==> src/design/lx_link_regs.svh <==
// Purpose: Offsets, field positions, reset values and times of the link.
// Assumes: A 32-bit APB word per register; times given in nanoseconds.
// Notes: Cycle counts are derived inside the module from these times.
`ifndef LX_LINK_REGS_SVH
`define LX_LINK_REGS_SVH

// Register byte offsets.
`define LX_CTRL_OFS 8'h00
`define LX_STATUS_OFS 8'h04
`define LX_ERRCNT_OFS 8'h08

// Control register field positions and reset values.
`define LX_CTRL_OFF_BIT 0
`define LX_CTRL_START_BIT 1
`define LX_CTRL_AUTO_BIT 2
`define LX_CTRL_RESET 3'h0

// Status register field positions.
`define LX_ST_STATE_LSB 0
`define LX_ST_NULL_BIT 4
`define LX_ST_HALT_BIT 5
`define LX_ST_TXCR_LSB 8
`define LX_ST_RXCR_LSB 16

// Timing in nanoseconds and the system clock period.
`define LX_CLK_NS 100
`define LX_RESET_NS 6400
`define LX_QUIET_NS 12800
`define LX_TOUT_NS 12800
`define LX_DISC_NS 850

// Credit carried by one flow credit token, in normal characters.
`define LX_CREDIT_STEP 8

`endif

==> src/design/lx_link_pkg.sv <==
// Purpose: Types shared by the link exchange controller and its bench.
// Assumes: Constants live in lx_link_regs.svh.
// Notes: Nothing here is imported; users write lx_link_pkg::name.
package lx_link_pkg;

	// Exchange states in the order the link walks them.
	typedef enum logic [2:0] {
		RESET_HOLD,
		QUIET_WAIT,
		READY,
		NULL_SEND,
		HANDSHAKE,
		RUN
	} link_state_t;

	// Kind of character delivered by the character decoder.
	typedef enum logic [2:0] {
		CK_FCT,
		CK_ESC,
		CK_EOP,
		CK_EEP,
		CK_DATA
	} char_kind_t;

	// One decoded character from the receiver.
	typedef struct packed {
		logic valid;
		char_kind_t kind;
		logic parity_err;
	} rx_char_t;

	// Whole state of the controller.
	typedef struct packed {
		link_state_t state;
		logic [7:0] timer;
		logic [3:0] disc_cnt;
		logic d_meta;
		logic d_sync;
		logic d_last;
		logic s_meta;
		logic s_sync;
		logic s_last;
		logic disc_armed;
		logic null_seen;
		logic esc_seen;
		logic eop_seen;
		logic [6:0] tx_credit;
		logic [6:0] rx_credit;
		logic [3:0] fct_owed;
		logic tx_halt;
		logic link_err;
		logic tx_err;
		logic link_off;
		logic connect_req;
		logic auto_conn;
		logic [7:0] err_count;
		logic [31:0] prdata;
	} lx_state_t;

endpackage

==> src/design/lx_link_exchange.sv <==
// Purpose: Exchange-level controller for one end of a data-strobe link.
// Assumes: A decoder on clk_sys_i delivers characters; d_i and s_i are
//          the raw line pins and are synchronised here.
//
// Local design decisions: register access over APB and the address map.
`timescale 1ns/100ps
`include "lx_link_regs.svh"

module lx_link_exchange #(
	parameter int TX_CREDIT_MAX = 56, // Largest transmit credit held.
	parameter int RX_CREDIT_MAX = 56 // Largest credit granted to the peer.
) (
	input wire logic clk_sys_i, // System clock, 10 MHz.
	input wire logic reset_i, // Synchronous reset, active high.
	input wire logic psel_i, // APB select.
	input wire logic penable_i, // APB enable.
	input wire logic pwrite_i, // APB write direction.
	input wire logic [7:0] paddr_i, // APB byte address.
	input wire logic [31:0] pwdata_i, // APB write data.
	output logic [31:0] prdata_o, // APB read data.
	output logic pready_o, // APB ready, never waits.
	output logic pslverr_o, // APB error on unmapped address.
	input wire logic d_i, // Raw data line from the peer.
	input wire logic s_i, // Raw strobe line from the peer.
	input wire lx_link_pkg::rx_char_t rx_char_i, // Decoded character.
	input wire logic host_room8_i, // Pulse: host has room for 8 more.
	input wire logic tx_char_sent_i, // Pulse: one normal char sent.
	input wire logic tx_invalid_i, // Pulse: host gave invalid char.
	input wire logic tx_fct_done_i, // Pulse: one token was sent.
	output logic tx_on_o, // Transmitter running.
	output logic tx_fct_req_o, // Request to send one token.
	output logic tx_nchar_ok_o, // Normal characters may be sent.
	output logic host_tx_ready_o, // Host may hand over data.
	output logic link_error_o, // Pulse: link error in run.
	output logic tx_error_o, // Pulse: invalid character reported.
	output lx_link_pkg::link_state_t state_o // Current state.
);

	// Cycle counts derived from the printed times.
	localparam int RST_CYC = (`LX_RESET_NS + `LX_CLK_NS - 1) / `LX_CLK_NS;
	localparam int QUI_CYC = (`LX_QUIET_NS + `LX_CLK_NS - 1) / `LX_CLK_NS;
	localparam int TO_CYC = (`LX_TOUT_NS + `LX_CLK_NS - 1) / `LX_CLK_NS;
	localparam int DSC_CYC = (`LX_DISC_NS + `LX_CLK_NS - 1) / `LX_CLK_NS;
	localparam logic [7:0] RST_LAST = 8'(RST_CYC - 1);
	localparam logic [7:0] QUI_LAST = 8'(QUI_CYC - 1);
	localparam logic [7:0] TO_LAST = 8'(TO_CYC - 1);
	localparam logic [3:0] DSC_LAST = 4'(DSC_CYC - 1);
	localparam logic [6:0] STEP = 7'(`LX_CREDIT_STEP);
	localparam logic [6:0] TX_MAX = 7'(TX_CREDIT_MAX);
	localparam logic [6:0] RX_MAX = 7'(RX_CREDIT_MAX);
	// Refuse settings the counters cannot hold, while elaborating.
	if (TX_CREDIT_MAX < `LX_CREDIT_STEP || TX_CREDIT_MAX > 127 ||
		RX_CREDIT_MAX < `LX_CREDIT_STEP || RX_CREDIT_MAX > 127 ||
		RST_CYC > 256 || TO_CYC > 256 || QUI_CYC > 256 ||
		DSC_CYC > 16) begin
		$error("lx_link_exchange: unsupported parameter values");
	end
	// Decodes an APB address into a register number, 3 when unmapped.
	function automatic logic [1:0] reg_index(input logic [7:0] addr);
		if (addr == `LX_CTRL_OFS) begin
			return 2'h0;
		end else if (addr == `LX_STATUS_OFS) begin
			return 2'h1;
		end else if (addr == `LX_ERRCNT_OFS) begin
			return 2'h2;
		end
		return 2'h3;
	endfunction
	lx_link_pkg::lx_state_t st_reg; // Registered state.
	lx_link_pkg::lx_state_t st_next; // Next state.
	logic rx_en; // Receiver enabled outside reset state.
	logic got_null; // Escape followed by token this cycle.
	logic got_fct; // Valid token this cycle.
	logic got_nchar; // Valid normal character this cycle.
	logic is_mark; // Character is an end marker.
	logic par_err; // Parity error after first idle.
	logic esc_err; // Escape error after first idle.
	logic disc_err; // Disconnect detected.
	logic seq_err; // Character out of sequence.
	logic cred_err; // Credit overrun either way.
	logic empty_err; // Empty packet.
	logic fail; // Errors reported as link error in run.
	logic enabled; // Link enabled condition.
	logic line_edge; // Edge on data or strobe.
	logic apb_wr; // APB write in access phase.

	// Error and character decode from the current state.
	always_comb begin
		rx_en = st_reg.state != lx_link_pkg::RESET_HOLD;
		line_edge = (st_reg.d_sync ^ st_reg.d_last) |
			(st_reg.s_sync ^ st_reg.s_last);
		got_null = rx_char_i.valid & rx_en & st_reg.esc_seen &
			!rx_char_i.parity_err & rx_char_i.kind == lx_link_pkg::CK_FCT;
		is_mark = rx_char_i.kind == lx_link_pkg::CK_EOP ||
			rx_char_i.kind == lx_link_pkg::CK_EEP;
		par_err = rx_char_i.valid & rx_en & st_reg.null_seen &
			rx_char_i.parity_err;
		esc_err = rx_char_i.valid & rx_en & st_reg.null_seen &
			st_reg.esc_seen & !rx_char_i.parity_err &
			rx_char_i.kind != lx_link_pkg::CK_FCT;
		got_fct = rx_char_i.valid & rx_en & st_reg.null_seen &
			!st_reg.esc_seen & !rx_char_i.parity_err &
			rx_char_i.kind == lx_link_pkg::CK_FCT;
		got_nchar = rx_char_i.valid & rx_en & st_reg.null_seen &
			!st_reg.esc_seen & !rx_char_i.parity_err &
			rx_char_i.kind != lx_link_pkg::CK_FCT &&
			rx_char_i.kind != lx_link_pkg::CK_ESC;
		// Unexpected tokens or characters while initialising.
		seq_err = (got_fct && (st_reg.state == lx_link_pkg::QUIET_WAIT ||
			st_reg.state == lx_link_pkg::READY ||
			st_reg.state == lx_link_pkg::NULL_SEND)) ||
			(got_nchar && st_reg.state != lx_link_pkg::RUN);
		// No granted credit left, or a token that overfills credit.
		cred_err = (got_nchar && st_reg.state == lx_link_pkg::RUN &&
			st_reg.rx_credit == 7'h00) ||
			(got_fct && st_reg.tx_credit > TX_MAX - STEP);
		empty_err = got_nchar && st_reg.state == lx_link_pkg::RUN &&
			is_mark && st_reg.eop_seen;
		// Silence for longer than the disconnect time once armed.
		disc_err = rx_en && st_reg.disc_armed && !line_edge &&
			st_reg.disc_cnt == DSC_LAST;
		fail = disc_err | par_err | esc_err | cred_err | empty_err;
		enabled = !st_reg.link_off & (st_reg.connect_req |
			(st_reg.auto_conn & st_reg.null_seen));
		apb_wr = psel_i & penable_i & pwrite_i;
	end

	// Next-state logic for the whole controller.
	always_comb begin
		st_next = st_reg;
		st_next.link_err = 1'b0;
		st_next.tx_err = 1'b0;
		// Line pins pass two flip-flops before any use.
		st_next.d_meta = d_i;
		st_next.d_sync = st_reg.d_meta;
		st_next.d_last = st_reg.d_sync;
		st_next.s_meta = s_i;
		st_next.s_sync = st_reg.s_meta;
		st_next.s_last = st_reg.s_sync;
		st_next.timer = st_reg.timer + 8'h01;
		// Disconnect timer restarts on every edge.
		if (line_edge) begin
			st_next.disc_armed = rx_en;
			st_next.disc_cnt = 4'h0;
		end else if (st_reg.disc_armed) begin
			st_next.disc_cnt = st_reg.disc_cnt + 4'h1;
		end
		// Character tracking: escape and end marker memory.
		if (rx_char_i.valid && rx_en) begin
			st_next.esc_seen = !rx_char_i.parity_err &&
				rx_char_i.kind == lx_link_pkg::CK_ESC;
		end
		if (got_null) begin
			st_next.null_seen = 1'b1;
		end
		if (got_nchar) begin
			st_next.eop_seen = is_mark;
		end
		// Transmit credit: tokens add, sent characters take one.
		if (got_fct && (st_reg.state == lx_link_pkg::HANDSHAKE ||
			st_reg.state == lx_link_pkg::RUN) && !cred_err) begin
			st_next.tx_credit = st_reg.tx_credit + STEP -
				{6'h00, tx_char_sent_i};
		end else if (tx_char_sent_i && st_reg.tx_credit != 7'h00) begin
			st_next.tx_credit = st_reg.tx_credit - 7'h01;
		end
		// Granted credit: sent tokens add, received characters take one.
		st_next.rx_credit = st_reg.rx_credit +
			(tx_fct_done_i ? STEP : 7'h00) -
			{6'h00, got_nchar && st_reg.state == lx_link_pkg::RUN &&
			st_reg.rx_credit != 7'h00};
		// Tokens owed to the peer, one per host room pulse.
		st_next.fct_owed = st_reg.fct_owed +
			{3'h0, host_room8_i && st_reg.fct_owed != 4'hF} -
			{3'h0, tx_fct_done_i && st_reg.fct_owed != 4'h0};
		if (tx_invalid_i && st_reg.state == lx_link_pkg::RUN) begin
			st_next.tx_halt = 1'b1;
			st_next.tx_err = 1'b1;
		end
		// State sequencing.
		unique case (st_reg.state)
			lx_link_pkg::RESET_HOLD: begin
				if (st_reg.timer == RST_LAST) begin
					st_next.state = lx_link_pkg::QUIET_WAIT;
					st_next.timer = 8'h00;
				end
			end
			lx_link_pkg::QUIET_WAIT: begin
				if (st_reg.timer == QUI_LAST) begin
					st_next.state = lx_link_pkg::READY;
				end
			end
			lx_link_pkg::READY: begin
				if (enabled) begin
					st_next.state = lx_link_pkg::NULL_SEND;
					st_next.timer = 8'h00;
				end
			end
			lx_link_pkg::NULL_SEND: begin
				if (st_reg.null_seen) begin
					st_next.state = lx_link_pkg::HANDSHAKE;
					st_next.timer = 8'h00;
				end else if (st_reg.timer == TO_LAST) begin
					st_next.state = lx_link_pkg::RESET_HOLD;
				end
			end
			lx_link_pkg::HANDSHAKE: begin
				if (got_fct) begin
					st_next.state = lx_link_pkg::RUN;
				end else if (st_reg.timer == TO_LAST) begin
					st_next.state = lx_link_pkg::RESET_HOLD;
				end
			end
			lx_link_pkg::RUN: st_next.link_err = fail;
		endcase
		// Disable after ready, or any error, silences and resets.
		if (rx_en && ((fail | seq_err) || (st_reg.link_off &&
			st_reg.state != lx_link_pkg::QUIET_WAIT &&
			st_reg.state != lx_link_pkg::READY))) begin
			st_next.state = lx_link_pkg::RESET_HOLD;
		end
		// Entering the reset state drops all link knowledge.
		if (st_next.state == lx_link_pkg::RESET_HOLD &&
			st_reg.state != lx_link_pkg::RESET_HOLD) begin
			st_next.timer = 8'h00;
		end
		if (st_reg.state == lx_link_pkg::RESET_HOLD) begin
			st_next.null_seen = 1'b0;
			st_next.esc_seen = 1'b0;
			st_next.eop_seen = 1'b0;
			st_next.disc_armed = 1'b0;
			st_next.tx_credit = 7'h00;
			st_next.rx_credit = 7'h00;
			st_next.fct_owed = 4'h0;
			st_next.tx_halt = 1'b0;
		end
		// Link error count, cleared by a write; a coinciding error counts.
		if (apb_wr && reg_index(paddr_i) == 2'h2) begin
			st_next.err_count = {7'h00, st_reg.link_err};
		end else if (st_reg.link_err && st_reg.err_count != 8'hFF) begin
			st_next.err_count = st_reg.err_count + 8'h01;
		end
		// Control register write.
		if (apb_wr && reg_index(paddr_i) == 2'h0) begin
			st_next.link_off = pwdata_i[`LX_CTRL_OFF_BIT];
			st_next.connect_req = pwdata_i[`LX_CTRL_START_BIT];
			st_next.auto_conn = pwdata_i[`LX_CTRL_AUTO_BIT];
		end
		// Read data captured in the setup phase.
		if (psel_i && !penable_i) begin
			st_next.prdata = 32'h0000_0000;
			unique case (reg_index(paddr_i))
				2'h0: begin
					st_next.prdata[`LX_CTRL_OFF_BIT] = st_reg.link_off;
					st_next.prdata[`LX_CTRL_START_BIT] = st_reg.connect_req;
					st_next.prdata[`LX_CTRL_AUTO_BIT] = st_reg.auto_conn;
				end
				2'h1: begin
					st_next.prdata[`LX_ST_STATE_LSB +: 3] = st_reg.state;
					st_next.prdata[`LX_ST_NULL_BIT] = st_reg.null_seen;
					st_next.prdata[`LX_ST_HALT_BIT] = st_reg.tx_halt;
					st_next.prdata[`LX_ST_TXCR_LSB +: 7] = st_reg.tx_credit;
					st_next.prdata[`LX_ST_RXCR_LSB +: 7] = st_reg.rx_credit;
				end
				2'h2: st_next.prdata[7:0] = st_reg.err_count;
				2'h3: st_next.prdata = 32'h0000_0000;
			endcase
		end
	end
	// State register with synchronous reset.
	always_ff @(posedge clk_sys_i) begin
		if (reset_i) begin
			st_reg <= '0;
			st_reg.state <= lx_link_pkg::RESET_HOLD;
			{st_reg.auto_conn, st_reg.connect_req, st_reg.link_off} <=
				`LX_CTRL_RESET;
		end else begin
			st_reg <= st_next;
		end
	end
	// Outputs toward the bus, transmitter and host.
	always_comb begin
		prdata_o = st_reg.prdata;
		pready_o = 1'b1;
		pslverr_o = psel_i & penable_i & (reg_index(paddr_i) == 2'h3);
		tx_on_o = st_reg.state == lx_link_pkg::NULL_SEND ||
			st_reg.state == lx_link_pkg::HANDSHAKE ||
			st_reg.state == lx_link_pkg::RUN;
		tx_fct_req_o = st_reg.fct_owed != 4'h0 && st_reg.null_seen &&
			st_reg.rx_credit <= RX_MAX - STEP &&
			(st_reg.state == lx_link_pkg::HANDSHAKE ||
			st_reg.state == lx_link_pkg::RUN);
		tx_nchar_ok_o = st_reg.state == lx_link_pkg::RUN &&
			!st_reg.tx_halt;
		host_tx_ready_o = tx_nchar_ok_o &&
			st_reg.tx_credit != 7'h00;
		link_error_o = st_reg.link_err;
		tx_error_o = st_reg.tx_err;
		state_o = st_reg.state;
	end

	a_reset_hold_time: assert property (@(posedge clk_sys_i)
		disable iff (reset_i) (st_reg.state == lx_link_pkg::RESET_HOLD ##1
		st_reg.state == lx_link_pkg::QUIET_WAIT) |->
		$past(st_reg.timer) == RST_LAST)
		else $error("Reset state left at the wrong time.");
	a_quiet_time: assert property (@(posedge clk_sys_i)
		disable iff (reset_i) (st_reg.state == lx_link_pkg::QUIET_WAIT ##1
		st_reg.state == lx_link_pkg::READY) |->
		$past(st_reg.timer) == QUI_LAST)
		else $error("Quiet state left at the wrong time.");
	a_start_enabled: assert property (@(posedge clk_sys_i)
		disable iff (reset_i) (st_reg.state == lx_link_pkg::READY &&
		enabled && !fail && !seq_err && !st_reg.link_off) |=>
		st_reg.state == lx_link_pkg::NULL_SEND)
		else $error("Enabled link did not start sending idles.");
	a_null_handshake: assert property (@(posedge clk_sys_i)
		disable iff (reset_i) (st_reg.state == lx_link_pkg::NULL_SEND &&
		st_reg.null_seen && !fail && !seq_err && !st_reg.link_off) |=>
		st_reg.state == lx_link_pkg::HANDSHAKE)
		else $error("Seen idle did not start the handshake.");
	a_fct_after_null: assert property (@(posedge clk_sys_i)
		disable iff (reset_i) tx_fct_req_o |-> st_reg.null_seen)
		else $error("Token requested before an idle was seen.");
	a_credit_add: assert property (@(posedge clk_sys_i)
		disable iff (reset_i) (got_fct && !tx_char_sent_i && !cred_err &&
		st_reg.state == lx_link_pkg::RUN && !fail && !st_reg.link_off) |=>
		st_reg.tx_credit == $past(st_reg.tx_credit) + STEP)
		else $error("Received token did not add eight credits.");
	a_ready_credit: assert property (@(posedge clk_sys_i)
		disable iff (reset_i) host_tx_ready_o |->
		st_reg.tx_credit != 7'h00)
		else $error("Host offered data with no credit.");
	a_error_in_run: assert property (@(posedge clk_sys_i)
		disable iff (reset_i) link_error_o |->
		$past(st_reg.state) == lx_link_pkg::RUN &&
		st_reg.state == lx_link_pkg::RESET_HOLD)
		else $error("Link error reported outside run.");
	a_silent_reset: assert property (@(posedge clk_sys_i)
		disable iff (reset_i) (st_reg.state != lx_link_pkg::RESET_HOLD &&
		fail) |=> !tx_on_o [*2])
		else $error("Transmitter kept running after an error.");
endmodule

==> config.mk <==
export PLATFORM = sky130hd
export DESIGN_NAME = lx_link_exchange
export DESIGN_NICKNAME = d
export VERILOG_FILES = /design/src/design/lx_link_pkg.sv /design/src/design/lx_link_exchange.sv
export VERILOG_INCLUDE_DIRS = /design/src /design/src/design
export SDC_FILE = /design/constraint.sdc
export NUM_CORES = 1
export LEC_CHECK = 0
export ABC_AREA = 1
export BUFFER_PORTS_ARGS = -buffer_cell sky130_fd_sc_hd__buf_2
export CAP_MARGIN = 15
export CORE_MARGIN = 1.5
export CORE_UTILIZATION = 40
export CTS_CLUSTER_SIZE = 40
export DETAILED_ROUTE_END_ITERATION = 16
export PLACE_DENSITY = 0.61
export SLEW_MARGIN = 20
export SYNTH_ARGS = -nofsm -noshare
export SYNTH_HDL_FRONTEND = slang
export SYNTH_SLANG_ARGS = --single-unit
==> constraint.sdc <==
create_clock -name clk_sys_i -period 2.35 [get_ports clk_sys_i]
set_input_delay 0.1175 -clock clk_sys_i [delete_from_list [all_inputs] [get_ports clk_sys_i]]
set_output_delay 0.1175 -clock clk_sys_i [all_outputs]
set_load 0.05 [all_outputs]
==> metrics <==
CP Data Arrival Time=2.58 ns; clk_skew=0.00513 ns; Worst Hold Slack=0.0714 ns; post-synthesis register bit count=79; post-route minimum period=2.31 ns; synthesized area=4580 um^2; Max Fanout on Critical Path=5; TritonCTS buffer count=9; NumNets Final=775; Worst-path clk slew=0.06 ns; synth unique cells=43; required time of the critical path=2.61 ns; fmax=432 MHz; DR iter-0 viols=185; crit path launch=state_o[1]; routability cong.=0.881; clk sinks=79; Final Hold Violating Endpoints=0; Max H-tree Level=3; Die Wd=110 um; fin cells=827; FP Rows=38; CP endpoint=st_reg[55]; max FFs per register=48; cell area after layout=5320 um^2; worst vdd ir=0.372 mV; Post-synth EDFFs=0; final setup fails=0; total power=0.00305 W; Routed Antenna Nets=0; die extent in y=110 um; clock latency at the later pin of the worst-skew pair=0.33 ns; die area=12100 um^2; RR Endpoint=st_reg[55]; GRT overflow=0; root buf cell=clkbuf_16; post-DP HPWL=7940 um; proportion of layout cells with a drive suffix above 1=20.5%; Synth-to-Final Area Change=16.3%; via count=4040; Seq/Total Area, Yosys=34.6%; top_reg_cell synth=dfxtp_1; Post-synth ARST share=0%; final wirelength=10400 um; max-slew violations=0; Worst R2R Setup Slack=0.04 ns; CTS max path bufs=2; run status=completed; maxcap violations=0; start point of the worst hold path=pwdata_i[0]; CTS tree=done; RSZ-0062 raised after global routing=yes; R2R Path Start=state_o[1]; Hold WC Path Type=in2reg; num ports=99; global-route wire length before repair=17700 um; routed len/inst=12.6 um; Worst Tran Pin Value=0.522 ns; Final Cycle Share=98.5%; n_diodes=0; Placed Area=4930 um^2; Tot GR Track Use=18.9%; reg2reg path depth=16; # DRC=0; vias in the first global route=3946; Setup crit end kind=flop; Pre-Repair DR Iteration Count=4; # port buffers=58; initial antenna violation count=0; worst relative slew slack=65.2%; Pleak=2.39 nW; Placed Cells incl. Taps=809; fin util=48.5%; Yosys warning count=0; startpoint types=flop; largest net degree at the start of global routing=45; Core Region=11000 um^2; Power per Cell Area=573 nW/um^2; vias per cell=4.89; Crit Path Category=reg2reg; Avg Inst Size Synth=7.31 um^2; Post-Synthesis Cells=626; Initial Util=41.7%
==> layout by cell type (no fill, tap or decap), types with 3 or more instances in the layout <==
cell type and instances:
o21ai_1 3, ha_1 31, inv_2 7, inv_1 82
nor2_1 71, a31oi_1 4, nor4_1 3, conb_1 11
clkbuf_16 9, nand4_1 11, o211ai_1 3, o21bai_1 5
nand2_1 101, nand3_2 3, nand3b_1 3, a21oi_1 47
nor3_1 7, nand3_1 25, dfxtp_1 75, buf_4 25
buf_2 57, o22ai_1 3, nor2_4 3, a211oi_1 3
o21ai_0 32, nor2_2 9, xor2_1 14
==> cells by family (layout without fill, tap and decap cells) <==
logic type | Yosys count | after routing | share of synthesized area [%]
AND/OR/NAND/NOR | 246 | 246 | 24.0
buffers and inverters | 139 | 191 | 14.7
AO/OA/AOI/OAI | 110 | 110 | 13.6
other | 2 | 11 | 0.164
XOR/XNOR | 14 | 14 | 2.68
flip-flops | 79 | 79 | 34.6
adder cells (fa/ha/maj) | 36 | 36 | 10.3
==> layout make-up <==
type	count	area, um^2
tap	140	175
inverter	92	350
fill	1089	5660
sequential	79	1590
clock buffer	12	256
timing repair buffer	84	493
multi-input combinational	417	2410
clock inverter	3	42.5
==> cell usage after synthesis, drive strengths merged (2+ instances only) <==
cell type  number  area share, %
a211oi          3           0.49
a21oi          49            5.4
a31oi           4           0.55
buf            38            6.3
clkbuf          9           0.74
clkinv          2           0.16
conb            2           0.16
dfxtp          79             35
fa              3            1.3
ha             33            9.0
inv            90            7.5
nand2         104            8.8
nand3          28            3.4
nand3b          3           0.49
nand4          12            2.0
nor2           83            7.3
nor3            8           0.87
nor4            3           0.41
o211ai          3           0.49
o21ai          36            4.0
o21bai          5           0.82
o221a           2           0.49
o221ai          2           0.38
o22ai           3           0.41
or2             4           0.55
xor2           14            2.7
==> report_power, final <==
part	internal [W]	total (W)	switching [W]	leakage [nW]
registers	0.00137	0.00138	0.0000140	0.644
logic	0.0000704	0.000275	0.000205	1.60
clock network	0.000872	0.00139	0.000520	0.145
total	0.00231	0.00305	0.000739	2.39
==> per-stage QoR <==
step / worst slack, ns / setup TNS (ns)
2_1_floorplan: 0.0466 / 0
3_3_place_gp: 0.0841 / 0
3_5_place_dp: 0.0105 / 0
4_1_cts: 0.000724 / 0
5_1_grt: -0.146 / -0.228
6_report: 0.0352 / 0
==> what timing repair did <==
action | 4_1_cts | 5_1_grt
hold buffers | 2 | 0
setup buffers | 0 | 1
pin swaps | 0 | 16
hold endpoints to repair | 2 | 0
resized for setup | 3 | 23
setup endpoints to repair | 1 | 2
==> critical path, stage by stage, from the launching register on <==
cell      delay, ns
dfxtp_4        0.37
nor2_4         0.05
nand2_4        0.06
nand4_4        0.12
nor2_4         0.13
inv_2          0.05
nor3_2         0.19
ha_2           0.20
inv_2          0.04
ha_4           0.15
inv_2          0.05
fa_2           0.21
nor2_2         0.04
nor2_1         0.11
o21bai_1       0.10
or2_4          0.24
a21oi_2        0.12
==> worst min path at each step <==
stage                  end  slack [ns]  depth (start not counted)
2_1_floorplan   st_reg[32]        0.19                          1
3_3_place_gp   st_next[72]        0.32                          3
3_5_place_dp   st_next[72]        0.32                          3
4_1_cts         st_reg[41]        0.06                          3
5_1_grt         st_reg[42]        0.06                          3
6_report        st_reg[42]        0.07                          3
==> layer usage <==
layer | up-vias | share of wire [%] | GRT usage (%)
met3 | 15 | 5.3 | 5.11
met4 | 0 | 1.9 | 8.53
met5 | - | 0 | 0
li1 | 2081 | - | -
met1 | 1859 | 47 | 22.6
met2 | 85 | 46 | 31.7
No activity file was read; power rests on OpenSTA's default activity.
